--- config.mk ---
export PLATFORM = sky130hd
export DESIGN_NAME = spims_core
export DESIGN_NICKNAME = d
export VERILOG_FILES = /design/src/spims_pkg.sv /design/src/spims_tick_gen.sv /design/src/spims_core.sv
export SDC_FILE = /design/constraint.sdc
export NUM_CORES = 1
export LEC_CHECK = 0
export ABC_CLOCK_PERIOD_IN_PS = 2300
export BUFFER_PORTS_ARGS = -buffer_cell sky130_fd_sc_hd__buf_4
export CAP_MARGIN = 25
export CORE_UTILIZATION = 53
export DETAILED_ROUTE_END_ITERATION = 10
export GPL_TIMING_DRIVEN = 0
export PLACE_DENSITY = 0.8
export SLEW_MARGIN = 25
export SYNTH_ARGS = -nofsm -noshare
export SYNTH_HDL_FRONTEND = slang
export SYNTH_SLANG_ARGS = --single-unit
--- constraint.sdc ---
create_clock -name clk -period 2.3 [get_ports clk]
set_input_delay 0 -clock clk [delete_from_list [all_inputs] [get_ports clk]]
set_output_delay 0 -clock clk [all_outputs]
set_load 0.1 [all_outputs]
--- src/spims_pkg.sv ---
`default_nettype none
package spims_pkg;
    // ----------
    // Register map
    // ----------
    localparam logic [11:0] ADDR_DATA = 12'h000;
    localparam logic [11:0] ADDR_MODE = 12'h004;
    localparam logic [11:0] ADDR_FMT = 12'h008;
    // ----------
    // Field positions
    // ----------
    localparam int MODE_LSB = 5;
    localparam int MODE_ENABLE = 1;
    localparam int MODE_INCOMPLETE = 0;
    localparam int FMT_CPOL = 5;
    localparam int FMT_EDGE = 4;
    localparam int FMT_MSB = 3;
    localparam int FMT_SELECT_PIN_ENABLE_BIT = 2;
    localparam int FMT_WRITE_COLLISION_FLAG = 1;
    localparam int FMT_DONE = 0;
    // ----------
    // Reset values and masks
    // ----------
    localparam logic [7:0] MODE_RESET = 8'hE0;
    localparam logic [7:0] MODE_WMASK = 8'hEF;
    localparam logic [7:0] FMT_RESET = 8'h00;
    localparam logic [7:0] DATA_RESET = 8'h00;
    // ----------
    // Operating modes
    // ----------
    localparam logic [2:0] OPM_DIV4 = 3'h0;
    localparam logic [2:0] OPM_DIV16 = 3'h1;
    localparam logic [2:0] OPM_DIV64 = 3'h2;
    localparam logic [2:0] OPM_SUB = 3'h3;
    localparam logic [2:0] OPM_TIMER = 3'h4;
    localparam logic [2:0] OPM_SLAVE = 3'h5;
    localparam logic [2:0] OPM_I2C = 3'h6;
    localparam logic [2:0] OPM_OFF = 3'h7;
    // Half-period counts of the serial clock in system clocks, less one.
    localparam logic [4:0] HALF_DIV4 = 5'h01;
    localparam logic [4:0] HALF_DIV16 = 5'h07;
    localparam logic [4:0] HALF_DIV64 = 5'h1F;
    localparam logic [3:0] BITS_PER_BYTE = 4'h8;
    // ----------
    // Carrier types
    // ----------
    typedef struct packed {
        logic sck;
        logic sckOe;
        logic sdo;
        logic sdoOe;
    } spims_pins_t;
endpackage : spims_pkg
`default_nettype wire

--- src/spims_tick_gen.sv ---
`default_nettype none
// Produces one-cycle ticks at each half period of the master serial clock.
module spims_tick_gen (
    input wire logic clk,
    input wire logic arst_n,
    input wire logic run,
    input wire logic [2:0] opMode,
    input wire logic subTick,
    input wire logic timerTick,
    output logic halfTick
);
    logic [4:0] divCount;
    logic [4:0] limit;
    logic timerHalf;

    always_comb begin
        unique case (opMode)
            spims_pkg::OPM_DIV4: limit = spims_pkg::HALF_DIV4;
            spims_pkg::OPM_DIV16: limit = spims_pkg::HALF_DIV16;
            default: limit = spims_pkg::HALF_DIV64;
        endcase
    end

    // Timer source: the serial clock toggles on every match event, which makes
    // its rate half the match rate.
    always_ff @(posedge clk or negedge arst_n) begin
        if (!arst_n) begin
            divCount <= 5'h00;
            timerHalf <= 1'b0;
        end else if (!run) begin
            divCount <= 5'h00;
            timerHalf <= 1'b0;
        end else begin
            timerHalf <= timerTick;
            if (divCount == limit) begin
                divCount <= 5'h00;
            end else begin
                divCount <= divCount + 5'h01;
            end
        end
    end

    always_comb begin
        unique case (opMode)
            spims_pkg::OPM_SUB: halfTick = run && subTick;
            spims_pkg::OPM_TIMER: halfTick = run && timerHalf;
            default: halfTick = run && (divCount == limit);
        endcase
    end
endmodule : spims_tick_gen
`default_nettype wire

--- src/spims_core.sv ---
`default_nettype none
// What this block does
// Mode codes 0-4 pick master clock: /4, /16, /64, sub clock, half timer rate.
// Code 5 is slave, 6 selects the other function, 7 turns it off.
// Enable low releases all pins and stops activity; high makes it active.
// Raising enable keeps control register contents untouched.
// Slave deselected mid-byte sets incomplete and done flags.
// Software setting the incomplete flag leaves the done flag alone.
// Idle clock is high with polarity 0 and low with polarity 1.
// Capture edge follows polarity XOR edge-select as the table gives.
// Software fixes polarity and edge before starting a transfer.
// Shift-order bit 1 sends and receives MSB first, 0 LSB first.
// Select-pin enable 0 ignores the select pin; 1 uses it.
// Data writes during a transfer are dropped and set the collision flag.
// Collision flag clears only by software writing 0.
// Done flag is set at every byte end and held until software clears it.
// Master data write starts the clock at once; send and receive together.
// Slave shifts out and in on the edges from the external master.
// External master asserts select before giving any clock.
// Logic runs whenever its clock source runs; no idle gating.
// Slave with select-pin enable 0 is always selected.
// Eight-bit data register, read and write, holds both directions.
// Top two format bits store and return whatever software writes.
// When enabled, data-out idles high; master drives idle clock, slave floats it.
// Received bits gather in a shift buffer, copied to data at the eighth capture edge.
// Exactly eight clock periods per byte; done after the eighth bit.
module spims_core (
    input wire logic clk,
    input wire logic arst_n,
    input wire logic psel,
    input wire logic penable,
    input wire logic pwrite,
    input wire logic [11:0] paddr,
    input wire logic [31:0] pwdata,
    output logic [31:0] prdata,
    output logic pready,
    output logic pslverr,
    input wire logic subTick,
    input wire logic timerTick,
    input wire logic sckIn,
    input wire logic sdiIn,
    input wire logic selectIn_n,
    output spims_pkg::spims_pins_t pins,
    output logic doneFlag
);
    // ----------
    // Registers
    // ----------
    logic [7:0] modeReg;
    logic [7:0] fmtReg;

    logic [7:0] dataReg;
    logic [7:0] shiftBuf;
    logic [3:0] bitCount;
    logic busy;

    logic sckLevel;
    logic sckPrev;
    logic selPrev_n;

    logic halfTick;

    typedef enum logic [1:0] {SPIMS_IDLE, SPIMS_LEAD, SPIMS_TRAIL} spims_state_t;
    spims_state_t state;

    wire logic [2:0] opMode = modeReg[spims_pkg::MODE_LSB +: 3];
    wire logic enabled = modeReg[spims_pkg::MODE_ENABLE];

    wire logic isMaster = enabled && (opMode <= spims_pkg::OPM_TIMER);
    wire logic isSlave = enabled && (opMode == spims_pkg::OPM_SLAVE);

    wire logic cpol = fmtReg[spims_pkg::FMT_CPOL];
    wire logic edgeSel = fmtReg[spims_pkg::FMT_EDGE];
    wire logic msbFirst = fmtReg[spims_pkg::FMT_MSB];
    wire logic select_pin_enable_bit = fmtReg[spims_pkg::FMT_SELECT_PIN_ENABLE_BIT];

    wire logic idleLevel = ~cpol;
    // Edge-select 1 captures on the edge leaving the idle level, 0 on the return.
    wire logic captureOnLead = edgeSel;

    // ----------
    // Bus decode
    // ----------
    wire logic access = psel && penable;
    wire logic wrData = access && pwrite && (paddr == spims_pkg::ADDR_DATA);
    wire logic wrMode = access && pwrite && (paddr == spims_pkg::ADDR_MODE);
    wire logic wrFmt = access && pwrite && (paddr == spims_pkg::ADDR_FMT);

    wire logic mapped = (paddr == spims_pkg::ADDR_DATA) || (paddr == spims_pkg::ADDR_MODE)
        || (paddr == spims_pkg::ADDR_FMT);

    // ----------
    // Slave link events
    // ----------
    wire logic selected = !select_pin_enable_bit || !selectIn_n;

    wire logic sckRise = sckIn && !sckPrev;
    wire logic sckFall = !sckIn && sckPrev;
    wire logic sckLead = cpol ? sckRise : sckFall;
    wire logic sckTrail = cpol ? sckFall : sckRise;

    // Edges while no byte is loaded are ignored, so a stray clock cannot shift.
    wire logic slvCapture = isSlave && selected && busy
        && (captureOnLead ? sckLead : sckTrail);
    wire logic slvLaunch = isSlave && selected && busy
        && (captureOnLead ? sckTrail : sckLead);
    wire logic deselect = isSlave && select_pin_enable_bit && selectIn_n && !selPrev_n;
    wire logic abortSlave = deselect && busy && (bitCount != 4'h0);

    // Master edges come from the half-period tick in the LEAD and TRAIL states.
    wire logic mstLeadEdge = isMaster && halfTick && (state == SPIMS_LEAD);
    wire logic mstTrailEdge = isMaster && halfTick && (state == SPIMS_TRAIL);
    wire logic mstCapture = captureOnLead ? mstLeadEdge : mstTrailEdge;
    wire logic mstLaunch = captureOnLead ? mstTrailEdge : mstLeadEdge;

    wire logic capture = mstCapture || slvCapture;
    wire logic launch = mstLaunch || slvLaunch;
    wire logic lastBit = capture && (bitCount == spims_pkg::BITS_PER_BYTE - 4'h1);

    // A master capturing on the leading edge still owes the last trailing edge, so
    // its byte ends there and every byte keeps eight whole clock periods.
    wire logic trailOwed = isMaster && captureOnLead;
    wire logic byteEnd = trailOwed ? (mstTrailEdge && bitCount == spims_pkg::BITS_PER_BYTE)
        : lastBit;

    wire logic startWrite = wrData && !busy;
    wire logic collide = wrData && busy;
    wire logic [7:0] rxByte = msbFirst ? {shiftBuf[6:0], sdiIn} : {sdiIn, shiftBuf[7:1]};

    spims_tick_gen u_tick (
        .clk(clk),
        .arst_n(arst_n),
        .run(busy && isMaster),
        .opMode(opMode),
        .subTick(subTick),
        .timerTick(timerTick),
        .halfTick(halfTick)
    );

    // ----------
    // Control registers
    // ----------
    // Enable changes touch nothing else in the control registers.
    always_ff @(posedge clk or negedge arst_n) begin
        if (!arst_n) begin
            modeReg <= spims_pkg::MODE_RESET;
        end else begin
            if (wrMode) begin
                modeReg[7:1] <= pwdata[7:1] & spims_pkg::MODE_WMASK[7:1];
            end
            if (abortSlave) begin
                modeReg[spims_pkg::MODE_INCOMPLETE] <= 1'b1;
            end else if (wrMode) begin
                modeReg[spims_pkg::MODE_INCOMPLETE] <= pwdata[spims_pkg::MODE_INCOMPLETE];
            end
        end
    end

    always_ff @(posedge clk or negedge arst_n) begin
        if (!arst_n) begin
            fmtReg <= spims_pkg::FMT_RESET;
        end else begin
            if (wrFmt) begin
                fmtReg[7:2] <= pwdata[7:2];
            end
            if (collide) begin
                fmtReg[spims_pkg::FMT_WRITE_COLLISION_FLAG] <= 1'b1;
            end else if (wrFmt) begin
                fmtReg[spims_pkg::FMT_WRITE_COLLISION_FLAG] <= pwdata[spims_pkg::FMT_WRITE_COLLISION_FLAG];
            end
            // A software write to the incomplete flag never reaches this bit.
            if (byteEnd || abortSlave) begin
                fmtReg[spims_pkg::FMT_DONE] <= 1'b1;
            end else if (wrFmt) begin
                fmtReg[spims_pkg::FMT_DONE] <= pwdata[spims_pkg::FMT_DONE];
            end
        end
    end

    // ----------
    // Transfer engine
    // ----------
    always_ff @(posedge clk or negedge arst_n) begin
        if (!arst_n) begin
            dataReg <= spims_pkg::DATA_RESET;
        end else if (lastBit) begin
            dataReg <= rxByte;
        end else if (startWrite) begin
            dataReg <= pwdata[7:0];
        end
    end

    always_ff @(posedge clk or negedge arst_n) begin
        if (!arst_n) begin
            busy <= 1'b0;
            bitCount <= 4'h0;
            shiftBuf <= 8'h00;
            state <= SPIMS_IDLE;
        end else if (!enabled || abortSlave || byteEnd) begin
            busy <= 1'b0;
            bitCount <= 4'h0;
            state <= SPIMS_IDLE;
        end else if (startWrite && (isMaster || isSlave)) begin
            busy <= 1'b1;
            bitCount <= 4'h0;
            shiftBuf <= pwdata[7:0];
            state <= isMaster ? SPIMS_LEAD : SPIMS_IDLE;
        end else begin
            if (capture) begin
                bitCount <= bitCount + 4'h1;
                shiftBuf <= rxByte;
            end
            if (mstLeadEdge) begin
                state <= SPIMS_TRAIL;
            end else if (mstTrailEdge) begin
                state <= SPIMS_LEAD;
            end
        end
    end

    // The data-out bit is the head of the buffer in the chosen order.
    wire logic headBit = msbFirst ? shiftBuf[7] : shiftBuf[0];

    always_ff @(posedge clk or negedge arst_n) begin
        if (!arst_n) begin
            sckLevel <= 1'b1;
            sckPrev <= 1'b0;
            selPrev_n <= 1'b1;
            pins <= '0;
        end else begin
            sckPrev <= sckIn;
            selPrev_n <= selectIn_n;
            if (mstLeadEdge) begin
                sckLevel <= ~idleLevel;
            end else if (mstTrailEdge || !busy) begin
                sckLevel <= idleLevel;
            end
            pins.sck <= (mstLeadEdge || mstTrailEdge) ? (mstLeadEdge ? ~idleLevel : idleLevel)
                : (busy ? sckLevel : idleLevel);
            pins.sckOe <= isMaster;
            pins.sdoOe <= isMaster || (isSlave && selected);
            if (!busy && !startWrite) begin
                pins.sdo <= 1'b1;
            end else if (startWrite) begin
                pins.sdo <= msbFirst ? pwdata[7] : pwdata[0];
            end else if (launch || capture) begin
                pins.sdo <= launch ? headBit : pins.sdo;
            end
        end
    end

    assign doneFlag = fmtReg[spims_pkg::FMT_DONE];

    // ----------
    // Bus answer
    // ----------
    always_ff @(posedge clk or negedge arst_n) begin
        if (!arst_n) begin
            prdata <= 32'h0000_0000;
            pready <= 1'b0;
            pslverr <= 1'b0;
        end else begin
            pready <= psel && !penable;
            pslverr <= psel && !penable && !mapped;
            unique case (paddr)
                spims_pkg::ADDR_DATA: prdata <= {24'h00_0000, dataReg};
                spims_pkg::ADDR_MODE: prdata <= {24'h00_0000, modeReg};
                spims_pkg::ADDR_FMT: prdata <= {24'h00_0000, fmtReg};
                default: prdata <= 32'h0000_0000;
            endcase
        end
    end

    // ----------
    // Checks
    // ----------
    property p_collide;
        @(posedge clk) disable iff (!arst_n)
        collide && !lastBit |=> fmtReg[spims_pkg::FMT_WRITE_COLLISION_FLAG] && $stable(dataReg);
    endproperty
    a_collide: assert property (p_collide) else $error("collision not flagged");

    property p_wcolHold;
        @(posedge clk) disable iff (!arst_n)
        fmtReg[spims_pkg::FMT_WRITE_COLLISION_FLAG] && !wrFmt |=> fmtReg[spims_pkg::FMT_WRITE_COLLISION_FLAG];
    endproperty
    a_wcolHold: assert property (p_wcolHold) else $error("collision flag self-cleared");

    property p_done;
        @(posedge clk) disable iff (!arst_n)
        byteEnd |=> fmtReg[spims_pkg::FMT_DONE] && !busy;
    endproperty
    a_done: assert property (p_done) else $error("done flag missing");

    property p_abort;
        @(posedge clk) disable iff (!arst_n)
        abortSlave |=> modeReg[spims_pkg::MODE_INCOMPLETE] && fmtReg[spims_pkg::FMT_DONE];
    endproperty
    a_abort: assert property (p_abort) else $error("incomplete flags wrong");

    property p_start;
        @(posedge clk) disable iff (!arst_n)
        startWrite && isMaster |=> busy && state == SPIMS_LEAD;
    endproperty
    a_start: assert property (p_start) else $error("master did not start");

    property p_idleSck;
        @(posedge clk) disable iff (!arst_n)
        !busy && isMaster ##1 !busy && $stable(cpol) |-> pins.sck == ~cpol;
    endproperty
    a_idleSck: assert property (p_idleSck) else $error("idle clock level wrong");

    property p_eight;
        @(posedge clk) disable iff (!arst_n)
        busy |-> bitCount <= spims_pkg::BITS_PER_BYTE;
    endproperty
    a_eight: assert property (p_eight) else $error("bit count overrun");

    property p_off;
        @(posedge clk) disable iff (!arst_n)
        !enabled ##1 !enabled |-> !pins.sckOe && !pins.sdoOe && !busy;
    endproperty
    a_off: assert property (p_off) else $error("pins driven while disabled");

    property p_sdoIdle;
        @(posedge clk) disable iff (!arst_n)
        (isMaster || isSlave) && !busy ##1 !busy |-> pins.sdo;
    endproperty
    a_sdoIdle: assert property (p_sdoIdle) else $error("data-out not idle high");


    c_master: cover property (@(posedge clk) disable iff (!arst_n) byteEnd && isMaster);
    c_slave: cover property (@(posedge clk) disable iff (!arst_n) byteEnd && isSlave);
    c_abort: cover property (@(posedge clk) disable iff (!arst_n) abortSlave);
    c_coll: cover property (@(posedge clk) disable iff (!arst_n) collide);
endmodule : spims_core
`default_nettype wire

# == Word level (Yosys, flattened, before mapping) ==
# Cells that the tools add are included.
# totals
register_bits,85
wordCells,156
out_inout_bits,39
# classes
n_addsub,2
n_reduce_logical,73
magnitude_cmp,1
n_mux,45
eq_ne,11
bitwise,2
# ops
cell,count
8-bit two-way mux,5
1-bit logical AND,34
1-bit two-way mux,28
8-bit one-hot mux with 3 select lines,1
2-bit nonzero test,7
1-bit logical OR,13
"12-bit by 3-bit == test with 1-bit output, second input constant",1
"12-bit by 4-bit == test with 1-bit output, second input constant",1
12-bit zero test,1
4-bit two-way mux,3
1-bit zero test,10
5-bit two-way mux,2
5-bit one-hot mux with 2 select lines,1
3-bit nonzero test,3
2-bit two-way mux,4
4-bit nonzero test,2
"3-bit == test, second input constant",2
"5-bit by 1-bit adder with 5-bit output, second input constant",1
5-bit == test,1
"4-bit by 1-bit adder with 4-bit output, second input constant",1
"4-bit by 3-bit == test with 1-bit output, second input constant",1
"4-bit == test, second input constant",1
2-bit AND reduction,2
"3-bit by 1-bit == test with 1-bit output, second input constant",1
7 further kinds,8

# == Depth between registers and ports, before layout ==
# depth
ltp_word,14
ltp_mapped,9
ltp_nobuf,7

# == Hierarchy ==
# From an unflattened synthesis, not the netlist that was laid out.
# hier_totals
hier_cells,318
hier_area_um2,3384.5
# modules_own_cells
module,cells_per_inst,seq_area_each_um2,area_per_inst_um2,instances
spims_core,285,1382.6,3027.9,1
spims_tick_gen,33,150.1,356.6,1

# == Worst setup path before layout ==
# OpenSTA, ideal clock, no wires.
# synth_timing
path_kind,register to register
start,reg modeReg[7]
end,reg dataReg[5]
setup_ns,0.126
path_buffers,2
t_arrival_ns,1.993
path_stages_with_launch,10
setup_slack_ns,0.181
path_cell_list,dfstp_2 -> buf_6 -> a21boi_0 -> o211ai_2 -> a21oi_2 -> o221ai_4 -> a21oi_4 -> buf_6 -> nor3b_2 -> a221o_1
# synth_via
elab_chain_cells,11
# synth_rtl
element,line_no,rtl
from (decl),spims_core.sv:49,logic [7:0] modeReg;
from (signal assigned),spims_core.sv:146,modeReg <= spims_pkg::MODE_RESET;
from (signal assigned),spims_core.sv:149,modeReg[7:1] <= pwdata[7:1] & spims_pkg::MODE_WMASK[7:1];
"from (signal, indexed assignment)",spims_core.sv:154,modeReg[spims_pkg::MODE_INCOMPLETE] <= pwdata[spims_pkg::MODE_INCOMPLETE];
3-bit by 1-bit == test with 1-bit output (tied with other cells),spims_tick_gen.sv:17,unique case (opMode)
5-bit one-hot mux with 2 select lines / 1-bit logical AND (equally long branches),"spims_tick_gen.sv:17, spims_core.sv:69",
5-bit == test / 1-bit logical AND (equally long branches),"spims_tick_gen.sv:47, spims_core.sv:133",
"1-bit logical AND, on equally long branches","spims_tick_gen.sv:47, spims_tick_gen.sv:45, spims_tick_gen.sv:46",
1-bit one-hot mux with 2 select lines,spims_tick_gen.sv:44,unique case (opMode)
1-bit logical AND,"spims_core.sv:111, spims_core.sv:112",
"1-bit logical AND, on equally long branches","spims_core.sv:112, spims_core.sv:111",
1-bit two-way mux,spims_core.sv:113,wire logic mstCapture = captureOnLead ? mstLeadEdge : mstTrailEdge;
1-bit logical OR (*),spims_core.sv:116,wire logic capture = mstCapture || slvCapture;
1-bit logical AND (*),spims_core.sv:118,wire logic lastBit = capture && (bitCount == spims_pkg::BITS_PER_BYTE - 4'h1);
8-bit two-way mux / 2-bit nonzero test (equally long branches),-,
to (signal assigned),spims_core.sv:185,dataReg <= spims_pkg::DATA_RESET;
to (signal assigned),spims_core.sv:187,dataReg <= rxByte;
to (signal assigned),spims_core.sv:189,dataReg <= pwdata[7:0];
to (decl),spims_core.sv:52,logic [7:0] dataReg;
# Mark *: on every way between the ends. The rest lies on a longest branch, timed or not.
# A chain may end at the register's enable or synchronous reset.

# == Worst setup path in the final report ==
# layout_timing
start,reg modeReg[6]
end,reg dataReg[4]
# Same word-level chain as after synthesis.

==> summary.md <==
| Metric | Value |
|---|---|
| Port Buffers | `44` |
| Unrepaired setup endpoints after global routing | `yes` |
| CP Max Fanout | `6` |
| Ys Warns | `0` |
| Die Span X | `between 80 and 90 microns` |
| Crit end category | `flip-flop` |
| Most common cell after layout, fill and taps aside | `buf_4` |
| CP bufs+invs | `1` |
| CP cell instances | `nor2b_4 > or3_4 > a21oi_4 > o221ai_4 > a21oi_4 > buf_12 > nor3b_1 > a221o_2` |
| Power Density | `approximately 580 mW/mm^2` |
| Worst-Margin Slew | `roughly 0.75 ns` |
| Most frequent CP cell | `a21oi_4` |
| Core area | `0.00639 sq mm` |
| Syn_area_per_cell | `11.2 sq um` |
| Synth top area share | `39.9%` |
| WL/cell | `16.2 microns` |
| Drt pass-1 iters | `4` |
| Vias in the first global route | `about 2600` |
| Worst endpoint required time | `around 2.5 ns` |
| Via count | `2694` |
| Max Transition Viols Final | `0` |
| H-tree Lvls | `3` |
| Crit start category | `flip-flop` |
| Worst-skew pair later-pin latency | `between 0.3 and 0.4 ns` |
| Clock Sinks | `between 60 and 70` |
| WL final | `roughly 8 mm` |
| Worst path top cell family by delay | `compound AO/OA/AOI/OAI gates` |
| Crit-path slowest cell | `dfstp_2` |
| TritonCTS clock tree | `built` |
| Number of buffers created by CTS | `9` |
| Die area | `approximately 0.0070 sq mm` |
| Synth Cell Area | `around 0.0035 sq mm` |
| Maximum clock insertion buffer count | `2` |
| Register area share after synthesis | `43.6%` |
| Primary FF master, synth | `dfrtp_1` |
| Max Cap Viol | `0` |
| Post-synth top area cell | `dfrtp_1` |
| Clock tree root buffer cell | `clkbuf_8` |
| Drt drc | `0` |
| ANT nets after route | `0` |
| Core Rows | `29` |
| Max-slew headroom | `roughly 50%` |
| Placed cells | `between 400 and 500` |
| Kind of critical path | `flip-flop to flip-flop` |
| Starting Density | `a little under three fifths` |
| Critical Path AT | `2.49 ns` |
| Most frequent cells in the layout | `buf_4 (78), dfrtp_1 (56), conb_1 (24)` |
| Total area of sequential cells | `around 0.0015 sq mm` |
| Setup WS post-layout | `0.0347 ns` |
| Outcome | `completed` |
| GP Congestion | `just over 0.8` |
| Top cells by area, synth | `dfrtp_1 (40%), mux2_2 (6.7%), buf_4 (5.3%)` |
| Place WS | `-0.0449 ns` |
| Nets | `around 470` |
| Pleak | `between 2 and 2.5 nW` |
| Final Hold Viols | `0` |
| Worst VDD drop | `between 0.3 and 0.4 mV` |
| Final Non-Filler Cells | `~500` |
| Async set-reset flop share out of synthesis | `100%` |
| Die H | `about 83 microns` |
| Clock-pin slew on the worst setup and hold paths | `~0.07 ns` |
| Layout cells sized above 1 | `between 30% and 40%` |
| Count of flip-flops with a built-in enable after synthesis | `0` |
| Worst path max stage delay | `around 0.58 ns` |
| I/O pin total | `between 90 and 100` |
| Worst hold path type | `primary input to flip-flop` |
| Tmin final | `~2.3 ns` |
| First-pass GRT wire length | `roughly 13 mm` |
| Synthesized flop and latch total | `61` |
| FMAX | `between 400 and 500 MHz` |
| Total track usage | `about a quarter` |
| Skew final | `about 0.013 ns` |
| Largest net degree at the start of global routing | `between 60 and 70` |
| Fin crit share | `approximately 98%` |
| Unique cell type count in the Yosys netlist | `between 70 and 80` |
| Setup TNS | `0 ns` |
| Cells after Synth | `313` |
| Drt first-iter violations | `~150` |
| Via density | `roughly 5.4` |
| Area taken by multi-input logic gates | `~0.0018 sq mm` |
| Dpl hpwl | `5.49 mm` |
| Power Total | `about 2.6 mW` |
| Layout Area Growth over Synthesis | `29.2%` |
| Final setup vio count | `0` |
| Antenna violations before repair | `0` |
| Antenna diodes | `0` |
| Fill cell count | `between 400 and 500` |
| GRT Residual Overflow | `0` |
## cells by family after synthesis
logic type                 synth area share [%]
and+or+nand+nor                            17.3
AOI/OAI and AO/OA                          15.5
DFF                                        43.6
buffers and inverters                      9.54
muxes                                      11.9
xor gates and xnor gates                  0.997
adders and majority gates                  1.07
other                                     0.107
## state kept, by name, indices dropped and copies added (netlist names)
signal	cells
u_tick.divCount	5
pins	4
sckPrev	1
busy	1
shiftBuf	8
pready	1
dataReg	8
u_tick.timerHalf	1
sckLevel	1
state	2
prdata	8
pslverr	1
fmtReg	8
bitCount	4
selPrev_n	1
modeReg	7
## metrics by stage
stage	instance area, sq um	hold slack (ns)	utilization (%)
3_5_place_dp	4030	0.113	63.1
4_1_cts	4450	0.0495	69.7
3_3_place_gp	4030	0.112	63.1
2_1_floorplan	3600	-0.296	-
5_1_grt	4540	0.0774	71.1
6_report	4540	0.0592	71.1
## worst paths after layout
kind / start / to / depth (start not counted) / slack, ns
setup / recovery: modeReg[6] / dataReg[4] / 8 / 0.03
min in group asynchronous: arst_n / fmtReg[3] / 2 / 0.26
setup reg to reg: modeReg[6] / dataReg[4] / 8 / 0.03
hold reg to reg: fmtReg[7] / prdata[7] / 2 / 0.49
hold / removal: sdiIn / dataReg[0] / 3 / 0.06
max in group asynchronous: arst_n / pins[1] / 2 / 1.53
## worst min-delay path: cells and delay by family
family,cells,cell delay (ns)
buffers and inverters,1,0.08
AOI/OAI and AO/OA,1,0.13
muxes,1,0.15
## synth_stat cells (4+ instances only)
cell type / n
clkbuf_1: 4
buf_4: 25
mux2i_1: 16
or2_1: 8
dfstp_2: 5
nor2_1: 18
inv_1: 6
o21ai_0: 10
nand3_1: 6
nor3b_1: 11
mux2_2: 21
a21oi_1: 5
dfrtp_1: 56
buf_6: 5
o221a_1: 8
nand2_1: 20
a221o_1: 6
o211ai_1: 4
## layer usage
layer  global-route usage, %  vias to the layer above  share of wire [%]
li1                        -                     1293                  -
met1                    31.3                     1317                 44
met2                    39.4                       74                 50
met3                    5.07                       10                4.3
met4                    8.94                        0                1.6
met5                       0                        -                  0
## report_power, final
group	switching, mW	internal [mW]	total (mW)
combinational	0.252	0.101	0.353
clock	0.419	0.749	1.17
sequential	0.00907	1.09	1.10
total	0.680	1.94	2.62
## what timing repair did
item / in CTS / in global routing
hold endpoints to repair: 83 / 0
gates resized for setup: 3 / 9
setup endpoints to repair: 10 / 21
buffers inserted: 3 / 7
hold buffers: 14 / 0
pin swaps: 2 / 9
## layout make-up
cell class,count,share of cell area (%)
tap,77,2.12
sequential,61,33.7
inverter,7,0.606
multi-input combinational,229,39.3
buffer,38,6.69
timing repair buffer,68,12.3
clock inverter,4,2.09
clock buffer,12,3.20
No activity file was read; power rests on OpenSTA's default activity.
